--- config.mk ---
export PLATFORM = sky130hd
export DESIGN_NAME = dtc_timer_ctrl
export DESIGN_NICKNAME = d
export VERILOG_FILES = /design/src/rtl/dtc_pkg.sv /design/src/rtl/dtc_timer_ctrl.sv
export SDC_FILE = /design/constraint.sdc
export NUM_CORES = 1
export LEC_CHECK = 0
export BUFFER_PORTS_ARGS = -buffer_cell sky130_fd_sc_hd__buf_2
export CORE_ASPECT_RATIO = 0.75
export CORE_MARGIN = 10
export CORE_UTILIZATION = 50
export DETAILED_ROUTE_END_ITERATION = 12
export GPL_TIMING_DRIVEN = 0
export PLACE_DENSITY_LB_ADDON = 0.2
export SLEW_MARGIN = 20
export SYNTH_ARGS = -nofsm -noshare
export SYNTH_HDL_FRONTEND = slang
export SYNTH_SLANG_ARGS = --single-unit
--- constraint.sdc ---
create_clock -name pclk -period 2.41 [get_ports pclk]
set_input_delay 0 -clock pclk [delete_from_list [all_inputs] [get_ports pclk]]
set_output_delay 0 -clock pclk [all_outputs]
set_load 0.005 [all_outputs]
--- src/rtl/dtc_pkg.sv ---
// Purpose: Shared constants and types for the dual timer control block
// Assumes: APB with 32-bit data, one register per aligned word
// Notes:   Offsets 0x88 and 0x89 are register indices; byte address is four times
package dtc_pkg;

    localparam logic [7:0]  DTC_IDX_CONTROL = 8'h88;
    localparam logic [7:0]  DTC_IDX_MODE    = 8'h89;
    localparam logic [11:0] DTC_ADDR_CONTROL = {2'h0, DTC_IDX_CONTROL, 2'h0};
    localparam logic [11:0] DTC_ADDR_MODE    = {2'h0, DTC_IDX_MODE, 2'h0};
    localparam logic [11:0] DTC_ADDR_COUNT0  = 12'h300;
    localparam logic [11:0] DTC_ADDR_COUNT1  = 12'h304;
    localparam logic [11:0] DTC_ADDR_IRQ_STAT = 12'h308;
    localparam logic [11:0] DTC_ADDR_IRQ_MASK = 12'h30c;

    // Control register fields
    localparam int DTC_TF1 = 7;
    localparam int DTC_TR1 = 6;
    localparam int DTC_TF0 = 5;
    localparam int DTC_TR0 = 4;
    localparam int DTC_IE1 = 3;
    localparam int DTC_IT1 = 2;
    localparam int DTC_IE0 = 1;
    localparam int DTC_IT0 = 0;
    // Mode register fields, per timer nibble
    localparam int DTC_GATE_OFS = 3;
    localparam int DTC_CSRC_OFS = 2;
    localparam int DTC_MSEL_HI  = 1;
    localparam int DTC_MSEL_LO  = 0;

    localparam logic [7:0]  DTC_RST_CONTROL = 8'h00;
    localparam logic [7:0]  DTC_RST_MODE    = 8'h00;
    localparam logic [15:0] DTC_RST_COUNT   = 16'h0000;
    localparam logic [3:0]  DTC_RST_IRQ     = 4'h0;
    localparam logic        DTC_RST_PIN     = 1'b1;

    typedef enum logic [1:0] {
        DTC_MODE_13BIT,
        DTC_MODE_16BIT,
        DTC_MODE_8BIT_RELOAD,
        DTC_MODE_SPLIT
    } dtc_mode_t;

    typedef struct packed {
        logic [15:0] count;
        logic        cin_s1;
        logic        cin_s2;
        logic        cin_prev;
    } dtc_timer_t;

    typedef struct packed {
        logic [7:0]  control;
        logic [7:0]  mode;
        dtc_timer_t  tmr0;
        dtc_timer_t  tmr1;
        logic        irq0_s1;
        logic        irq0_s2;
        logic        irq0_prev;
        logic        irq1_s1;
        logic        irq1_s2;
        logic        irq1_prev;
        logic [3:0]  irq_stat;
        logic [3:0]  irq_mask;
        logic [31:0] prdata;
        logic        pslverr;
    } dtc_state_t;

endpackage : dtc_pkg

--- src/rtl/dtc_timer_ctrl.sv ---
// Purpose: Run control, gating, count source, mode and external interrupt flags
// Assumes: Pins are asynchronous and pass two flip-flops; one APB clock
// Notes:   Counters sit in the low 16 bits at their own offsets for visibility
//
// Decided for this implementation: the APB interface to the registers.
`timescale 1ns/1ps

//
// Overview of operation
// - Timer 1 overflow sets bit 7; service ack or software clears it.
// - Timer 0 overflow sets bit 5; service ack or software clears it.
// - Bit 6 written by software starts or stops timer 1.
// - Bit 4 written by software starts or stops timer 0.
// - Ext irq 1 flag bit 3: edge sets, ack clears; level tracks inverted pin.
// - Ext irq 0 flag bit 1: edge sets, ack clears; level tracks inverted pin.
// - Bit 2 picks falling edge or low level for ext irq 1.
// - Bit 0 picks falling edge or low level for ext irq 0.
// - Mode bit 7 set: timer 1 counts only while run and irq 1 pin high.
// - Mode bit 3 set: timer 0 counts only while run and irq 0 pin high.
// - Mode bit 6: timer 1 counts clock or counter pin falling edges.
// - Mode bit 2: timer 0 counts clock or counter pin falling edges.
// - Mode bits 5:4 select timer 1 mode, bit 5 upper.
// - Mode bits 1:0 select timer 0 mode, bit 1 upper.
module dtc_timer_ctrl
    import dtc_pkg::*;
(
    input  wire logic        pclk,
    input  wire logic        presetn,
    input  wire logic        psel,
    input  wire logic        penable,
    input  wire logic        pwrite,
    input  wire logic [11:0] paddr,
    input  wire logic [31:0] pwdata,
    output logic      [31:0] prdata,
    output logic             pready,
    output logic             pslverr,
    input  wire logic        ext_irq0_pin,
    input  wire logic        ext_irq1_pin,
    input  wire logic        counter0_input_pin,
    input  wire logic        counter1_input_pin,
    input  wire logic        timer0_service_ack,
    input  wire logic        timer1_service_ack,
    input  wire logic        ext_irq0_service_ack,
    input  wire logic        ext_irq1_service_ack,
    output logic             irq
);

    dtc_state_t s_q;
    dtc_state_t s_d;

    ////////////////////////////////////////////////////////////////////////////////
    // Timer step: returns new count and an overflow flag per half
    function automatic logic [17:0] dtc_step(input logic [15:0] cnt,
                                             input logic [1:0]  msel,
                                             input logic        inc_lo,
                                             input logic        inc_hi);
        logic [15:0] n;
        logic        ov_a;
        logic        ov_b;
        n    = cnt;
        ov_a = 1'b0;
        ov_b = 1'b0;
        case (dtc_mode_t'(msel))
            DTC_MODE_13BIT: begin
                if (inc_lo) begin
                    n[4:0] = cnt[4:0] + 5'h01;
                    if (cnt[4:0] == 5'h1f) begin
                        n[15:8] = cnt[15:8] + 8'h01;
                        ov_a    = (cnt[15:8] == 8'hff);
                    end
                end
            end
            DTC_MODE_16BIT: begin
                if (inc_lo) begin
                    n    = cnt + 16'h0001;
                    ov_a = (cnt == 16'hffff);
                end
            end
            DTC_MODE_8BIT_RELOAD: begin
                if (inc_lo) begin
                    n[7:0] = (cnt[7:0] == 8'hff) ? cnt[15:8] : cnt[7:0] + 8'h01;
                    ov_a   = (cnt[7:0] == 8'hff);
                end
            end
            default: begin
                if (inc_lo) begin
                    n[7:0] = cnt[7:0] + 8'h01;
                    ov_a   = (cnt[7:0] == 8'hff);
                end
                if (inc_hi) begin
                    n[15:8] = cnt[15:8] + 8'h01;
                    ov_b    = (cnt[15:8] == 8'hff);
                end
            end
        endcase
        dtc_step = {ov_b, ov_a, n};
    endfunction : dtc_step

    ////////////////////////////////////////////////////////////////////////////////
    // Next state
    always_comb begin
        logic        wr;
        logic        rd;
        logic        en0;
        logic        en1;
        logic        inc0;
        logic        inc1;
        logic        fall0;
        logic        fall1;
        logic        efall0;
        logic        efall1;
        logic [17:0] r0;
        logic [17:0] r1;
        logic        ov0;
        logic        ov1;
        logic [3:0]  ev;
        logic [7:0]  c;
        logic        hit_ctl;
        logic        hit_mode;
        logic        hit_cnt0;
        logic        hit_cnt1;
        logic        hit_stat;
        logic        hit_mask;
        logic        hit_any;
        wr     = 1'b0;
        rd     = 1'b0;
        en0    = 1'b0;
        en1    = 1'b0;
        inc0   = 1'b0;
        inc1   = 1'b0;
        fall0  = 1'b0;
        fall1  = 1'b0;
        efall0 = 1'b0;
        efall1 = 1'b0;
        r0     = 18'h00000;
        r1     = 18'h00000;
        ov0    = 1'b0;
        ov1    = 1'b0;
        ev     = 4'h0;
        c      = 8'h00;
        hit_ctl  = 1'b0;
        hit_mode = 1'b0;
        hit_cnt0 = 1'b0;
        hit_cnt1 = 1'b0;
        hit_stat = 1'b0;
        hit_mask = 1'b0;
        hit_any  = 1'b0;
        s_d    = s_q;

        // Pin synchronisers, then one stage of history for edge detection
        s_d.irq0_s1       = ext_irq0_pin;
        s_d.irq0_s2       = s_q.irq0_s1;
        s_d.irq0_prev     = s_q.irq0_s2;
        s_d.irq1_s1       = ext_irq1_pin;
        s_d.irq1_s2       = s_q.irq1_s1;
        s_d.irq1_prev     = s_q.irq1_s2;
        s_d.tmr0.cin_s1   = counter0_input_pin;
        s_d.tmr0.cin_s2   = s_q.tmr0.cin_s1;
        s_d.tmr0.cin_prev = s_q.tmr0.cin_s2;
        s_d.tmr1.cin_s1   = counter1_input_pin;
        s_d.tmr1.cin_s2   = s_q.tmr1.cin_s1;
        s_d.tmr1.cin_prev = s_q.tmr1.cin_s2;

        // Falling edges seen on the synchronised pins
        fall0  = s_q.tmr0.cin_prev & ~s_q.tmr0.cin_s2;
        fall1  = s_q.tmr1.cin_prev & ~s_q.tmr1.cin_s2;
        efall0 = s_q.irq0_prev & ~s_q.irq0_s2;
        efall1 = s_q.irq1_prev & ~s_q.irq1_s2;

        // Count enables and count sources
        en0 = s_q.control[DTC_TR0]
            & (~s_q.mode[DTC_GATE_OFS] | s_q.irq0_s2);
        en1 = s_q.control[DTC_TR1]
            & (~s_q.mode[4 + DTC_GATE_OFS] | s_q.irq1_s2);
        inc0 = s_q.mode[DTC_CSRC_OFS] ? fall0 : 1'b1;
        inc1 = s_q.mode[4 + DTC_CSRC_OFS] ? fall1 : 1'b1;

        // In split mode timer 0's high half runs on timer 1's run bit
        r0 = dtc_step(s_q.tmr0.count, s_q.mode[1:0], en0 & inc0,
                      s_q.control[DTC_TR1]);
        if (s_q.mode[1:0] == 2'b11) begin
            r1 = dtc_step(s_q.tmr1.count, 2'b01, 1'b0, 1'b0);
        end else begin
            r1 = dtc_step(s_q.tmr1.count, s_q.mode[5:4], en1 & inc1,
                          1'b0);
        end
        s_d.tmr0.count = r0[15:0];
        s_d.tmr1.count = r1[15:0];
        ov0 = r0[16];
        ov1 = r1[16] | r0[17];

        // Bus strobes and address hits
        wr = psel & penable & pwrite;
        rd = psel & ~penable & ~pwrite;
        hit_ctl  = (paddr == DTC_ADDR_CONTROL);
        hit_mode = (paddr == DTC_ADDR_MODE);
        hit_cnt0 = (paddr == DTC_ADDR_COUNT0);
        hit_cnt1 = (paddr == DTC_ADDR_COUNT1);
        hit_stat = (paddr == DTC_ADDR_IRQ_STAT);
        hit_mask = (paddr == DTC_ADDR_IRQ_MASK);
        hit_any  = hit_ctl | hit_mode | hit_cnt0 | hit_cnt1 | hit_stat | hit_mask;

        c = s_q.control;
        // Control flags: hardware set beats service ack, both beat the write
        if (wr && hit_ctl) begin
            c = pwdata[7:0];
        end
        if (timer0_service_ack) begin
            c[DTC_TF0] = 1'b0;
        end
        if (timer1_service_ack) begin
            c[DTC_TF1] = 1'b0;
        end
        if (ov0) begin
            c[DTC_TF0] = 1'b1;
        end
        if (ov1) begin
            c[DTC_TF1] = 1'b1;
        end
        if (s_q.control[DTC_IT0]) begin
            if (ext_irq0_service_ack) begin
                c[DTC_IE0] = 1'b0;
            end
            if (efall0) begin
                c[DTC_IE0] = 1'b1;
            end
        end else begin
            c[DTC_IE0] = ~s_q.irq0_s2;
        end
        if (s_q.control[DTC_IT1]) begin
            if (ext_irq1_service_ack) begin
                c[DTC_IE1] = 1'b0;
            end
            if (efall1) begin
                c[DTC_IE1] = 1'b1;
            end
        end else begin
            c[DTC_IE1] = ~s_q.irq1_s2;
        end
        s_d.control = c;

        // Plain software registers; a count write overrides that cycle's step
        if (wr && hit_mode) begin
            s_d.mode = pwdata[7:0];
        end
        if (wr && hit_cnt0) begin
            s_d.tmr0.count = pwdata[15:0];
        end
        if (wr && hit_cnt1) begin
            s_d.tmr1.count = pwdata[15:0];
        end
        if (wr && hit_mask) begin
            s_d.irq_mask = pwdata[3:0];
        end

        // Sticky events: set wins over write-one-to-clear
        ev[0] = ov0;
        ev[1] = ov1;
        ev[2] = efall0;
        ev[3] = efall1;
        if (wr && hit_stat) begin
            s_d.irq_stat = s_q.irq_stat & ~pwdata[3:0];
        end
        s_d.irq_stat = s_d.irq_stat | ev;

        if (rd) begin
            s_d.pslverr = 1'b0;
            if (hit_ctl) begin
                s_d.prdata = {24'h000000, s_q.control};
            end else if (hit_mode) begin
                s_d.prdata = {24'h000000, s_q.mode};
            end else if (hit_cnt0) begin
                s_d.prdata = {16'h0000, s_q.tmr0.count};
            end else if (hit_cnt1) begin
                s_d.prdata = {16'h0000, s_q.tmr1.count};
            end else if (hit_stat) begin
                s_d.prdata = {28'h0000000, s_q.irq_stat};
            end else if (hit_mask) begin
                s_d.prdata = {28'h0000000, s_q.irq_mask};
            end else begin
                s_d.prdata  = 32'h00000000;
                s_d.pslverr = 1'b1;
            end
        end else if (psel && !penable) begin
            s_d.prdata  = 32'h00000000;
            s_d.pslverr = ~hit_any;
        end
    end

    ////////////////////////////////////////////////////////////////////////////////
    // State register
    always_ff @(posedge pclk or negedge presetn) begin
        if (!presetn) begin
            s_q <= '0;
            s_q.control <= DTC_RST_CONTROL;
            s_q.mode <= DTC_RST_MODE;
            s_q.tmr0.count <= DTC_RST_COUNT;
            s_q.tmr1.count <= DTC_RST_COUNT;
            s_q.irq_stat <= DTC_RST_IRQ;
            s_q.irq_mask <= DTC_RST_IRQ;
            // Synchronisers start at the idle pin level: no false edge or level flag
            s_q.irq0_s1 <= DTC_RST_PIN;
            s_q.irq0_s2 <= DTC_RST_PIN;
            s_q.irq0_prev <= DTC_RST_PIN;
            s_q.irq1_s1 <= DTC_RST_PIN;
            s_q.irq1_s2 <= DTC_RST_PIN;
            s_q.irq1_prev <= DTC_RST_PIN;
            s_q.tmr0.cin_s1 <= DTC_RST_PIN;
            s_q.tmr0.cin_s2 <= DTC_RST_PIN;
            s_q.tmr0.cin_prev <= DTC_RST_PIN;
            s_q.tmr1.cin_s1 <= DTC_RST_PIN;
            s_q.tmr1.cin_s2 <= DTC_RST_PIN;
            s_q.tmr1.cin_prev <= DTC_RST_PIN;
        end else begin
            s_q <= s_d;
        end
    end

    assign prdata  = s_q.prdata;
    assign pslverr = s_q.pslverr & psel & penable;
    assign pready  = 1'b1;
    assign irq     = |(s_q.irq_stat & s_q.irq_mask);

endmodule : dtc_timer_ctrl

* Yosys cells after proc, flatten, opt, wreduce, memory -nomap -nowiden
Cells that the tools add are included.
Word-level totals: logic and storage cells 190, register bits after elaboration 101, output and inout bits 35, input port bits 57
Operators by class: equality and inequality tests 31, mux-type cells 64, $add $sub $neg 8, bitwise gates (word level) 35, reduce and logical (&&, ||, !) cells 24
Operators with widths (number):
- $mux W16 | 7
- $mux W8 | 12
- $eq A12 B10 Y1 const B | 6
- $mux W33 | 2
- $add A16 B1 Y16 const B | 2
- $add A8 B1 Y8 const B | 4
- $eq A16 B16 Y1 const B | 2
- $eq A8 B8 Y1 const B | 4
- $mux W32 | 1
- $pmux W5 S3 | 2
- $mux W1 | 28
- $pmux W8 S3 | 1
- $ne A3 B3 Y1 const B | 6
- $pmux W3 S3 | 2
- $mux W17 | 1
- $pmux W8 S2 | 1
- $and A1 B1 Y1 | 14
- $mux W4 | 3
- $add A5 B1 Y5 const B | 2
- $eq A5 B5 Y1 const B | 2
- $mux W5 | 2
- $reduce_and A5 Y1 | 2
- $not A1 Y1 | 9
- $reduce_bool A3 Y1 | 3
- other kinds (19) | 44

* Depth between registers and ports, before layout
word-level depth 9, gate-level depth with buffers 9

* Least setup slack after synthesis
No wires, ideal clock.
path kind flip-flop to flip-flop, start point register s_q[50] in the netlist's numbering, end point register s_q[65] in the netlist's numbering, arrival time 2.277 ns, path buffers 0, cell stages (with the launch flop) 10, slack 0.051 ns, period minus slack after synthesis 2.359 ns, path through dfrtp_1 -> ha_1 -> nand3_1 -> inv_1 -> ha_1 -> mux2i_1 -> a2111oi_4 -> nand3_1 -> or3_1 -> a31oi_1
On the way: cells in the longest elaborated chain, start to end 5, elaborated cells on any way between the ends 8, those cells by class 1 x add/sub; 2 x eq/ne; 4 x mux; 1 x reduce/logical
RTL lines:
- start: declaration | RTL line dtc_timer_ctrl.sv:48 | dtc_state_t s_q;
- $add A16 B1 Y16 | RTL line dtc_timer_ctrl.sv:75 | n = cnt + 16'h0001;
- $mux W16 | RTL line dtc_timer_ctrl.sv:74 | if (inc_lo) begin
- $pmux W8 S2 | RTL line dtc_timer_ctrl.sv:63 | case (dtc_mode_t'(msel))
- $mux W17 | RTL line dtc_timer_ctrl.sv:181 | if (s_q.mode[1:0] == 2'b11) begin
- $mux W16 | RTL line dtc_timer_ctrl.sv:249 | if (wr && hit_cnt1) begin
Parallel ways exist; a longest one is shown, timed or not. The select of a mux whose other input is x is not followed. A chain may end at the register's enable or synchronous reset.

* Worst setup path after layout
start point register s_q[69] in the netlist's numbering, end point register s_q[80] in the netlist's numbering
On the way: cells in the longest elaborated chain, start to end 4, elaborated cells on any way between the ends 7, those cells by class 1 x add/sub; 2 x eq/ne; 3 x mux; 1 x reduce/logical
RTL lines:
- $add A16 B1 Y16 | RTL line dtc_timer_ctrl.sv:75
- $mux W16 | RTL line dtc_timer_ctrl.sv:74
- $pmux W8 S3 | RTL line dtc_timer_ctrl.sv:63
- $mux W16 | RTL line dtc_timer_ctrl.sv:246 | if (wr && hit_cnt0) begin
Parallel ways exist; a longest one is shown, timed or not. The select of a mux whose other input is x is not followed.

==> reports/summary.txt <==
result of the run -> completed
internal cell power -> 0.002337 W
die height -> 109.3 um
Tightest Pin Transition -> 1.048 ns
internal reg-to-reg setup slack -> 0.11 ns
layout filler cell count -> 873
DR vias -> 4910
average cell area after synthesis -> 9.294 um^2
max-cap check violation count -> 0
number of nets in the final layout -> 760
xor/xnor share of the synthesized area -> 1.977%
core area -> 10330 um^2
GRT Residual Overflow -> 0
wire length of the first global-routing pass -> 26300 um
number of instances in the placed design -> 779
worst-case setup margin in the final layout -> 0.1096 ns
Longest Clk Path Bufs -> 2
Static Leak -> 2.895 nW
iteration-0 DRC count of the detailed router -> 540
floorplan die area -> 15200 um^2
initial antenna violation count -> 0
timing startpoint of the critical path -> s_q[69]$_DFFE_PN0P_
post-synthesis mux area share -> 5.531%
clock transition at the register clock pins on the worst setup and hold paths after CTS -> 0.07 ns
I/O pins -> 92
Clock Latency Late Sink -> 0.35 ns
Ant. Diodes -> 0
min-delay worst type -> input pin to flop
# clock sinks -> 85
ratio of cells with drive above 1 in the final layout -> 25.54%
number of buffers added by the clock tree synthesis step -> 9
crit path DAT -> 2.57 ns
post-synthesis simple-gate area fraction -> 19.86%
IO Port Bufs -> 55
area overhead of the layout relative to synthesis -> 23.35%
Distinct cells, synth -> 65
switching power total -> 0.0007527 W
Placement Rows -> 32
combinational family with the most area after synthesis -> compound AO/OA/AOI/OAI gates
crit start category -> flop
reg-to-reg startpoint -> s_q[69]$_DFFE_PN0P_
top_reg_cell synth -> dfrtp_1
proportion of register bits with asynchronous set or reset after synthesis -> 100.0%
highest clock frequency the design can meet -> 434.7 MHz
startpoint of the worst hold path -> pwdata[7]
worst-case hold path end point -> s_q[57]$_DFFE_PN0P_
number of cells traversed by the worst register-to-register path -> 8
floorplan die width -> 139.1 um
pwr dens -> 471.2 nW/um^2
mean routed wirelength per cell -> 20.13 um
VDD IR-drop max -> 335.7 uV
sequential-to-total area share from yosys stat -> 40.29%
deepest level of the CTS H-tree -> 3
Overall Global Routing Usage -> 21.63%
Non-Filler Instances -> 829
adder and majority gate portion of the synthesized area -> 3.530%
via density per instance -> 5.923
number of synthesized register bits -> 85
final clock skew -> 0.008687 ns
Synth Instances -> 572
number of stages on the worst hold path -> 3
root buf cell -> clkbuf_16
placed wire-length estimate -> 12710 um
final estimated routing congestion in global placement -> 0.9887
first drt pass iteration count -> 5
compound-cell area share of the yosys netlist -> 20.99%
worst setup slack after placement -> -0.4887 ns
Crit Path Class -> flop to flop
Setup-failing EPs final -> 0
Post-Route WL -> 16690 um
combinational share of power -> 8.4%
capturing point of the worst reg2reg path -> s_q[80]$_DFFE_PN0P_
yosys synthesis warning count -> 0
Post-synth EDFFs -> 0
maximum number of pins on one net before global-route repair -> 45
vias in the first global route -> 4838
maximum fanout along the worst path -> 6
part of the cycle the worst path needs -> 95.45%
starting utilization of the core area -> 51.47%
Final Hold Fails -> 0
number of routed nets with antenna violations -> 0
required time at the endpoint of the critical path -> 2.68 ns
TritonCTS clock tree -> built
proportion of total power due to net switching -> 24.36%
clock power share -> 43.8%
remaining routing DRC violations -> 0
minimum clock period after layout -> 2.300 ns
Max-slew headroom -> 29.48%
Max Transition Viols Final -> 0
element type at the critical path end -> flop
post-synthesis instance area -> 5316 um^2
sequential cell fraction of total power -> 47.8%
-- power by group through the flow --
stage | registers [W] | clock network [W] | logic (W)
floorplan | 0.00149 | 0 | 0.000109
global placement | 0.00150 | 0 | 0.000213
detailed placement | 0.00150 | 0 | 0.000223
CTS | 0.00148 | 0.00139 | 0.000255
global route | 0.00148 | 0.00143 | 0.000285
finish | 0.00148 | 0.00135 | 0.000259
-- layout by cell type (no fill, tap or decap), types with 15 or more instances in the layout --
cell / n
mux2i_1: 16
a21oi_1: 17
inv_1: 18
dfrtp_1: 66
dlygate4sd3_1: 24
buf_4: 45
nand2_1: 66
clkbuf_1: 15
a221oi_1: 16
conb_1: 17
buf_2: 58
nor2_1: 28
o21ai_0: 56
-- stage by stage --
step | utilization (%) | hold WS [ns] | instance area, um^2 | power [W] | TNS [ns]
after global placement | 56.32 | 0.1054 | 5818 | 0.001715 | -2.702
after CTS | 62.67 | 0.002567 | 6474 | 0.003122 | 0
final | 63.48 | 0.01127 | 6558 | 0.003090 | 0
after floorplan | - | -0.2956 | 5373 | 0.001603 | 0
after detailed placement | 56.61 | 0.02095 | 5848 | 0.001726 | -3.053
after global routing | 63.48 | 0.02507 | 6558 | 0.003194 | -0.003821
-- layout make-up --
class,instances,area (um^2),share of cell area (%)
timing repair buffer,90,620.6,9.464
clock inverter,5,41.29,0.6297
buffer,54,339.1,5.171
clock buffer,11,254.0,3.873
multi-input combinational,429,2910,44.38
sequential,85,2151,32.80
inverter,19,71.32,1.088
tap,136,170.2,2.595
-- layer usage --
layer	up-vias	GRT usage, %	share of wire [%]	wire length, um
met5	-	0	0	0
met4	0	5.052	0.98	164
met3	22	5.860	9.4	1566
met2	193	32.18	43	7233
met1	2381	30.76	46	7726
li1	2314	-	-	-
-- how the worst max path moves through the flow --
stage	end	cells past startpoint
after floorplan	s_q[65]$_DFFE_PN0P_	9
after global placement	s_q[65]$_DFFE_PN0P_	9
after detailed placement	s_q[63]$_DFFE_PN0P_	9
final	s_q[80]$_DFFE_PN0P_	8
after CTS	s_q[63]$_DFFE_PN0P_	10
after global routing	s_q[80]$_DFFE_PN0P_	8
-- synthesized netlist by cell type, types with 5 or more instances --
cell type,count,area (um^2)
inv_1,19,71.32
dfstp_2,12,315.3
dfrtp_1,73,1827
nor4_1,5,31.28
nand4_1,13,81.33
and3_1,10,62.56
buf_4,34,255.2
o21ai_0,56,280.3
clkbuf_1,14,52.55
buf_2,5,25.02
mux2i_1,17,170.2
ha_1,15,187.7
a21o_1,5,37.54
or4_1,5,37.54
nor3_1,8,40.04
o41ai_1,6,52.55
nand2_1,66,247.7
a31oi_1,8,50.05
a221oi_1,16,140.1
or3_1,11,68.82
mux2_2,11,123.9
a211oi_1,7,52.55
xnor2_1,5,43.79
nor2_1,28,105.1
a21oi_1,17,85.08
xor2_1,7,61.31
nand3_1,15,75.07
nor2b_1,7,43.79
nand2b_1,10,62.56
o31ai_1,5,37.54
-- kinds of logic (layout without fill, tap and decap cells) --
family                   Yosys count  in the layout
AND/OR/NAND/NOR                  197            197
AO/OA/AOI/OAI                    160            160
flip-flops                        85             85
buffers and inverters             73            179
multiplexers                      28             28
adder cells (fa/ha/maj)           15             15
XOR/XNOR                          12             12
other                              2             17
-- registers in the layout, indices dropped and copies added, names as in the netlist --
signal  flops
s_d         8
prdata     16
s_q        61
-- worst max-delay path: stages, from the launching register on --
cell and delay (ns):
dfrtp_2 0.39, ha_4 0.16, and3_4 0.19, ha_2 0.17, mux2_4 0.16, o2111ai_4 0.17, a21o_4 0.29, or4_1 0.49
a31oi_1 0.18
-- repair_timing --
action / CTS / global route
buffers inserted: 6 / 4
setup endpoints to repair: 17 / 11
hold endpoints to repair: 68 / 0
hold buffers: 24 / 0
pin swaps: 2 / 2
resized for setup: 12 / 14
Note: power is estimated with default switching activity, not from simulation.
